File: src/verilog/sensor_ctl_defines.svh
// constants for the measurement control register block
`ifndef SENSOR_CTL_DEFINES_SVH
`define SENSOR_CTL_DEFINES_SVH
`define CTL_ADDR        8'h26
`define CTL_RESET       8'h00
`define BIT_HEIGHT      7
`define BIT_RSVD        6
`define OS_HI           5
`define OS_LO           3
`define BIT_REBOOT      2
`define BIT_ONE_SHOT    1
`define BIT_RUN         0
`define CLK_PERIOD_NS   8
`define NS_PER_MS       1000000
`define MS_PER_SEC      1000
`define SPACING_MS_0    6
`define SPACING_MS_1    10
`define SPACING_MS_2    18
`define SPACING_MS_3    34
`define SPACING_MS_4    66
`define SPACING_MS_5    130
`define SPACING_MS_6    258
`define SPACING_MS_7    512
`define BOOT_CYCLES     16
`define BYTE_LAST_BIT   4'h7
`define ACK_SLOT        4'h8
`endif

File: src/verilog/sensor_ctl_pkg.sv
// types for the measurement control register block
`default_nettype none
package sensor_ctl_pkg;
  typedef enum logic [1:0] {
    ST_STANDBY = 2'b00,
    ST_ACTIVE  = 2'b01,
    ST_CONVERT = 2'b10,
    ST_BOOT    = 2'b11
  } run_state_t;
  typedef enum logic [2:0] {
    SER_IDLE = 3'b000,
    SER_ADDR = 3'b001,
    SER_PTR  = 3'b010,
    SER_WR   = 3'b011,
    SER_RD   = 3'b100
  } ser_state_t;
endpackage
`default_nettype wire

File: src/verilog/measurement_control.sv
// measurement control register with serial bus slave, measurement sequencer and reboot
`include "sensor_ctl_defines.svh"
`timescale 1ns/1ns
`default_nettype none
module measurement_control #(
  parameter logic [6:0] DEV_ADDR  = 7'h2a,   // arbitrary bus address
  parameter int         MS_CYCLES = `NS_PER_MS / `CLK_PERIOD_NS
) (
  input  wire logic       clk_sys_in,
  input  wire logic       sys_rst_in,
  input  wire logic       ce_in,
  input  wire logic       scl_in,
  input  wire logic       sda_in,
  output logic            sda_out,
  output logic            sda_oe_n_out,
  input  wire logic [3:0] interval_exp_in,
  output logic            height_mode_out,
  output logic [2:0]      oversample_code_out,
  output logic            run_active_out,
  output logic            converting_out,
  output logic            convert_start_out,
  output logic            sample_ready_out,
  output logic            block_reset_out
);
  generate
    if (MS_CYCLES < 1) begin : g_bad_ms
      $error("MS_CYCLES must be at least one");
    end
  endgenerate

  ////////////////////////////////////////////////////////////////////////////
  // timing
  localparam int SPC_MS [8] = '{`SPACING_MS_0, `SPACING_MS_1, `SPACING_MS_2, `SPACING_MS_3,
                                `SPACING_MS_4, `SPACING_MS_5, `SPACING_MS_6, `SPACING_MS_7};
  localparam logic [47:0] SEC_CYC = 48'(`MS_PER_SEC) * 48'(MS_CYCLES);
  localparam logic [4:0]  BOOT_LAST = 5'(`BOOT_CYCLES - 1);

  ////////////////////////////////////////////////////////////////////////////
  // state
  sensor_ctl_pkg::run_state_t st_r;
  sensor_ctl_pkg::ser_state_t ser_r;
  logic        height_r, ost_r, run_r, boot_pend_r, ost_pend_r, one_shot_r;
  logic [2:0]  os_r;
  logic [31:0] conv_cnt_r;
  logic [47:0] per_cnt_r;
  logic [4:0]  boot_cnt_r;
  logic        start_r, ready_r;
  logic [2:0]  scl_s_r, sda_s_r;
  logic [3:0]  bit_r;
  logic [7:0]  sh_r, ptr_r, tx_r;
  logic        ack_r;

  ////////////////////////////////////////////////////////////////////////////
  // serial bus decode; link pins pass two flops before use
  wire scl_rise  = scl_s_r[1] & ~scl_s_r[2];
  wire scl_fall  = ~scl_s_r[1] & scl_s_r[2];
  wire bus_start = scl_s_r[1] & scl_s_r[2] & ~sda_s_r[1] & sda_s_r[2];
  wire bus_stop  = scl_s_r[1] & scl_s_r[2] & sda_s_r[1] & ~sda_s_r[2];
  wire byte_done = scl_fall & (bit_r == `BYTE_LAST_BIT);
  wire addr_hit  = (sh_r[7:1] == DEV_ADDR);
  wire ptr_ctl   = (ptr_r == `CTL_ADDR);
  wire wr_ctl    = byte_done & (ser_r == sensor_ctl_pkg::SER_WR) & ptr_ctl;
  wire boot_go   = wr_ctl & sh_r[`BIT_REBOOT];
  wire ost_set   = wr_ctl & sh_r[`BIT_ONE_SHOT] & ~ost_r;
  // reboot bit and reserved bit always read zero
  wire [7:0] ctl_rd  = {height_r, 1'b0, os_r, 1'b0, ost_r, run_r};
  wire [7:0] rd_data = ptr_ctl ? ctl_rd : 8'h00;
  wire       drv_low = ack_r | ((ser_r == sensor_ctl_pkg::SER_RD) & ~bit_r[3] & ~tx_r[7]);

  ////////////////////////////////////////////////////////////////////////////
  // sequencer decode
  wire in_boot   = (st_r == sensor_ctl_pkg::ST_BOOT);
  wire in_conv   = (st_r == sensor_ctl_pkg::ST_CONVERT);
  wire [31:0] conv_len = 32'(SPC_MS[os_r]) * 32'(MS_CYCLES);
  wire conv_done = in_conv & (conv_cnt_r >= conv_len - 32'h1);
  wire [47:0] per_len = SEC_CYC << interval_exp_in;
  wire per_hit   = (per_cnt_r >= per_len - 48'h1);
  wire trig      = ost_pend_r | ost_set;

  sensor_ctl_pkg::run_state_t st_nxt;
  always_comb begin
    st_nxt = st_r;
    case (st_r)
      sensor_ctl_pkg::ST_STANDBY: begin
        if (boot_pend_r) begin
          st_nxt = sensor_ctl_pkg::ST_BOOT;
        end else if (run_r) begin
          st_nxt = sensor_ctl_pkg::ST_ACTIVE;
        end else if (trig) begin
          st_nxt = sensor_ctl_pkg::ST_CONVERT;
        end
      end
      sensor_ctl_pkg::ST_ACTIVE: begin
        if (boot_pend_r | ~run_r) begin
          st_nxt = sensor_ctl_pkg::ST_STANDBY;
        end else if (trig | per_hit) begin
          st_nxt = sensor_ctl_pkg::ST_CONVERT;
        end
      end
      sensor_ctl_pkg::ST_CONVERT: begin
        if (boot_pend_r | (~run_r & ~one_shot_r)) begin
          st_nxt = sensor_ctl_pkg::ST_STANDBY;
        end else if (conv_done) begin
          st_nxt = one_shot_r ? sensor_ctl_pkg::ST_STANDBY : sensor_ctl_pkg::ST_ACTIVE;
        end
      end
      sensor_ctl_pkg::ST_BOOT: begin
        if (boot_cnt_r == BOOT_LAST) begin
          st_nxt = sensor_ctl_pkg::ST_STANDBY;
        end
      end
      default: st_nxt = sensor_ctl_pkg::ST_STANDBY;
    endcase
  end
  wire conv_enter = (st_nxt == sensor_ctl_pkg::ST_CONVERT) & ~in_conv;

  ////////////////////////////////////////////////////////////////////////////
  // link pin synchronisers
  always_ff @(posedge clk_sys_in) begin
    if (sys_rst_in) begin
      scl_s_r <= 3'h7;
      sda_s_r <= 3'h7;
    end else if (ce_in) begin
      scl_s_r <= {scl_s_r[1:0], scl_in};
      sda_s_r <= {sda_s_r[1:0], sda_in};
    end
  end

  ////////////////////////////////////////////////////////////////////////////
  // serial slave, held idle while rebooting
  always_ff @(posedge clk_sys_in) begin
    if (sys_rst_in | (ce_in & in_boot)) begin
      ser_r <= sensor_ctl_pkg::SER_IDLE;
      bit_r <= 4'h0;
      sh_r  <= 8'h00;
      ptr_r <= 8'h00;
      tx_r  <= 8'hff;
      ack_r <= 1'b0;
    end else if (ce_in) begin
      if (bus_start) begin
        ser_r <= sensor_ctl_pkg::SER_ADDR;
        bit_r <= 4'hf;   // the clock fall that ends a start is not a data bit
        ack_r <= 1'b0;
      end else if (bus_stop) begin
        ser_r <= sensor_ctl_pkg::SER_IDLE;
        ack_r <= 1'b0;
      end else if (scl_rise & ~bit_r[3]) begin
        sh_r <= {sh_r[6:0], sda_s_r[1]};
      end else if (scl_rise & (ser_r == sensor_ctl_pkg::SER_RD) & sda_s_r[1]) begin
        ser_r <= sensor_ctl_pkg::SER_IDLE;   // master nack ends the read
      end else if (byte_done) begin
        bit_r <= `ACK_SLOT;
        case (ser_r)
          sensor_ctl_pkg::SER_ADDR: begin
            ack_r <= addr_hit;
            ser_r <= ~addr_hit ? sensor_ctl_pkg::SER_IDLE :
                     sh_r[0] ? sensor_ctl_pkg::SER_RD : sensor_ctl_pkg::SER_PTR;
          end
          sensor_ctl_pkg::SER_PTR: begin
            ack_r <= 1'b1;
            ptr_r <= sh_r;
            ser_r <= sensor_ctl_pkg::SER_WR;
          end
          sensor_ctl_pkg::SER_WR: begin
            ack_r <= 1'b1;
            ptr_r <= ptr_r + 8'h01;
          end
          default: ack_r <= 1'b0;
        endcase
      end else if (scl_fall & bit_r[3]) begin
        bit_r <= 4'h0;
        ack_r <= 1'b0;
        if (ser_r == sensor_ctl_pkg::SER_RD) begin
          tx_r  <= rd_data;
          ptr_r <= ptr_r + 8'h01;
        end
      end else if (scl_fall) begin
        bit_r <= bit_r + 4'h1;
        if (ser_r == sensor_ctl_pkg::SER_RD) begin
          tx_r <= {tx_r[6:0], 1'b1};
        end
      end
    end
  end

  ////////////////////////////////////////////////////////////////////////////
  // control register; boot reloads defaults
  always_ff @(posedge clk_sys_in) begin
    if (sys_rst_in | (ce_in & in_boot)) begin
      {height_r, os_r, ost_r, run_r} <= 6'h00;
      boot_pend_r <= 1'b0;
      ost_pend_r  <= 1'b0;
    end else if (ce_in) begin
      if (wr_ctl) begin
        height_r <= sh_r[`BIT_HEIGHT];
        os_r     <= sh_r[`OS_HI:`OS_LO];
        run_r    <= sh_r[`BIT_RUN] & ~boot_go;
        ost_r    <= sh_r[`BIT_ONE_SHOT];
      end else if (boot_pend_r) begin
        run_r    <= 1'b0;
      end else if (conv_done & one_shot_r) begin
        ost_r    <= 1'b0;   // a host write in the same cycle wins
      end
      if (boot_go) begin
        boot_pend_r <= 1'b1;
      end
      // a conversion entered now serves a one-shot raised now; pending it too would rerun it
      if (conv_enter) begin
        ost_pend_r <= 1'b0;
      end else if (ost_set) begin
        ost_pend_r <= 1'b1;
      end
    end
  end

  ////////////////////////////////////////////////////////////////////////////
  // sequencer
  always_ff @(posedge clk_sys_in) begin
    if (sys_rst_in) begin
      st_r       <= sensor_ctl_pkg::ST_STANDBY;
      one_shot_r <= 1'b0;
      conv_cnt_r <= 32'h0;
      per_cnt_r  <= 48'h0;
      boot_cnt_r <= 5'h0;
      start_r    <= 1'b0;
      ready_r    <= 1'b0;
    end else if (ce_in) begin
      st_r       <= st_nxt;
      start_r    <= conv_enter;
      ready_r    <= conv_done & ~boot_pend_r;
      boot_cnt_r <= in_boot ? boot_cnt_r + 5'h1 : 5'h0;
      conv_cnt_r <= in_conv ? conv_cnt_r + 32'h1 : 32'h0;
      if (conv_enter) begin
        one_shot_r <= ~run_r;
      end
      // step period counts from each conversion start
      if (conv_enter | ~run_r) begin
        per_cnt_r <= 48'h0;
      end else if (~per_hit) begin
        per_cnt_r <= per_cnt_r + 48'h1;
      end
    end
  end

  ////////////////////////////////////////////////////////////////////////////
  // outputs
  assign sda_out             = 1'b0;
  assign sda_oe_n_out        = ~drv_low;
  assign height_mode_out     = height_r;
  assign oversample_code_out = os_r;
  assign run_active_out      = (st_r == sensor_ctl_pkg::ST_ACTIVE) | (in_conv & ~one_shot_r);
  assign converting_out      = in_conv;
  assign convert_start_out   = start_r;
  assign sample_ready_out    = ready_r;
  assign block_reset_out     = in_boot;
endmodule
`default_nettype wire

File: config.mk
export PLATFORM = sky130hd
export DESIGN_NAME = measurement_control
export DESIGN_NICKNAME = d
export VERILOG_FILES = /design/src/verilog/sensor_ctl_pkg.sv /design/src/verilog/measurement_control.sv
export VERILOG_INCLUDE_DIRS = /design/src /design/src/verilog
export SDC_FILE = /design/constraint.sdc
export NUM_CORES = 1
export LEC_CHECK = 0
export BUFFER_PORTS_ARGS = -buffer_cell sky130_fd_sc_hd__clkbuf_2
export CORE_ASPECT_RATIO = 0.6
export CORE_MARGIN = 4
export CORE_UTILIZATION = 28
export DETAILED_ROUTE_END_ITERATION = 12
export SLEW_MARGIN = 20
export SYNTH_ARGS = -nofsm -noshare
export SYNTH_HDL_FRONTEND = slang
export SYNTH_SLANG_ARGS = --single-unit
File: constraint.sdc
create_clock -name clk_sys_in -period 9.2 [get_ports clk_sys_in]
set_input_delay 2.76 -clock clk_sys_in [delete_from_list [all_inputs] [get_ports clk_sys_in]]
set_output_delay 2.76 -clock clk_sys_in [all_outputs]
set_load 0.02 [all_outputs]
==> results.cfg <==
[drt]
drtIter0Drc = 877
avgRoutedWirePerCell_um = 15.8
drt_wl_total_um = 30000
route.detailed.drc = 0
vias = 10000
viasPerCell = 5.28
drt_first_pass_iters = 6
ant_nets = 0

[place]
io_buffers = 18
pre_cts_ws_ns = 1.53
place_inst = 1866
gp_congestion = 0.876
dp_hpwl_um = 23000

[timing]
period_needed_ns = 7.76
setup_tns_ns = 0
fin_ws_ns = 1.44
setup_viol = 0
hold_viol_final = 0
maxSlewHeadroom_pct = 30.1
finalClockSkew_ns = 0.0113
tightest_slew_ns = 1.05
max_freq_mhz = 129
finalHoldWorstSlack_ns = 0.477
rsz0062_at_grt = false
layout_worst_path_cycle_share_pct = 84.3
maxSlewViolCount = 0

[cells_and_area]
final_cell_mix = 144 x ha_1, 142 x nand2_1, 136 x dfxtp_1, 125 x nor2_1, 93 x a21oi_1
final_nets = 1543
drive_gt1_share_pct = 5.92
nFillCells = 3965
syn_to_final_growth_pct = 11.4
final_common_cell = ha_1
finalNonFillerCells = 1898
n_antenna_cell = 0

[global_route]
grt_pass1_vias = 9160
grt_pass1_wl_um = 48800
grt_max_degree = 53
overflow = 0
antenna_found_initial = 0
grt_usage_pct = 14.2

[floorplanning]
start_util_pct = 28.5
rows = 55
die_w_um = 262
die_area_mm2 = 0.0420
fp.coreArea_mm2 = 0.0379
die_h_um = 160
io_pins = 20

[yosys]
yosysSeqAreaShare_pct = 25.2
syn_inst = 1367
syn-cell-area_mm2 = 0.0108
synth_top_area_share_pct = 25.2
yosys_most_used_dff = dfxtp_1
synth_top_area_cell = dfxtp_1
synthArstFlopShare_pct = 0
synth_warnings = 0
avgSynthCellArea_um2 = 7.92
synth-seq-cells = 136
synth_edf_count = 0
synthTopCellsByArea = dfxtp_1 25%, ha_1 17%, nand2_1 4.9%, nor2_1 4.4%, a21oi_1 4.3%
netlist-cell-type-count = 72

[setup_path]
endpoint_kind = flip-flop
crit_path_start_kind = flip-flop
slowest_delay_ns = 0.75
required_ns = 9.58
cp_top_family = adder cells
critPathMaxFanout = 17
worst_path_most_repeated_cell = ha_1
critPathSlowestCell = dfxtp_1
arrival_ns = 8.14
setup.worst_path.class = flip-flop to flip-flop
critPathBufInv = 5

[run]
max_cap_violations = 0

[clocking]
clk_latency_ns = 0.43
cts_root_buf = clkbuf_16
cts_tree = done
htree_levels = 4
post_cts_resized = 0
clkSlewWorstSetupHoldPaths_ns = 0.06
cts_made_buffers = 17
ctsHoldBuffers = 0
cts.sinks = 136
post_cts_buffers = 0
cts.path.max_buffers = 2

[power_and_ir_drop]
powerDensity_mw_per_mm2 = 118
leakagePower_nw = 4.93
peakVddDrop_mv = 0.0982

[hold_path]
hold_path.class = flip-flop to flip-flop

[run_status]
status = finished clean
cell usage after synthesis, drive strengths merged (19+ instances only):
cell type / n
xnor2: 32
o31ai: 25
nand2: 144
nor2: 126
clkbuf: 46
and3: 27
nor3: 29
nor2b: 24
nand4: 40
inv: 64
nor4: 19
o21ai: 77
o211ai: 22
nand3: 64
dfxtp: 136
a21oi: 94
ha: 144
xor2: 25
worst min-delay path, cell delays in order (launching register included):
cell	delay [ns]
dfxtp_1	0.32
nand2_1	0.06
o211ai_1	0.07
flip-flops by register name (all words and copies together), names as in the netlist, 3 cells and up:
name                 cells
oversample_code_out      3
ser_r                    3
per_cnt_r               48
boot_cnt_r               5
conv_cnt_r              32
ptr_r                    8
bit_r                    4
sda_s_r                  3
sh_r                     8
scl_s_r                  3
tx_r                     8
worst paths after layout:
path,from,end,slack [ns],cells past startpoint
max reg2reg,oversample_code_out[2],st_r[0],1.44,27
min,scl_s_r[0],scl_s_r[1],0.48,2
max,oversample_code_out[2],st_r[0],1.44,27
min reg2reg,scl_s_r[0],scl_s_r[1],0.48,2
routing by layer:
layer  share of wire (%)  GRT usage, %  up-vias
met5                   0             0        -
met4                0.95          3.08        0
met3                 7.1          2.98       22
met2                  39          19.0      295
met1                  53          22.8     4715
li1                    -             -     4983
cells by family after synthesis:
group	count (synthesis)	share of synthesized area (%)
other cells	2	0.0694
xor+xnor	57	4.61
fa+ha+maj	162	20.0
buf+inv	122	4.35
compound gates	319	18.8
flops	136	25.2
mux	18	1.70
simple gates	551	25.4
metrics by stage:
step	power, mW	utilization [%]	instance area (um2)
final	1.42	31.8	12100
after CTS	1.43	31.7	12000
after global routing	1.48	31.8	12100
after floorplan	0.713	-	10900
after detailed placement	0.747	30.2	11500
after global placement	0.745	30.2	11500
where the power goes:
part | internal (mW) | switching [mW]
logic | 0.0497 | 0.0880
registers | 0.593 | 0.00610
clock network | 0.401 | 0.281
cell type report:
class	count	area, um2	share of cell area (%)
Inverter	66	248	2.06
Clock inverter	14	150	1.25
Multi-Input combinational cell	1124	7700	63.9
Clock buffer	18	429	3.56
Sequential cell	136	2720	22.6
Timing Repair Buffer	27	158	1.31
Tap cell	513	642	5.33
Note: power is estimated with default switching activity, not from simulation.
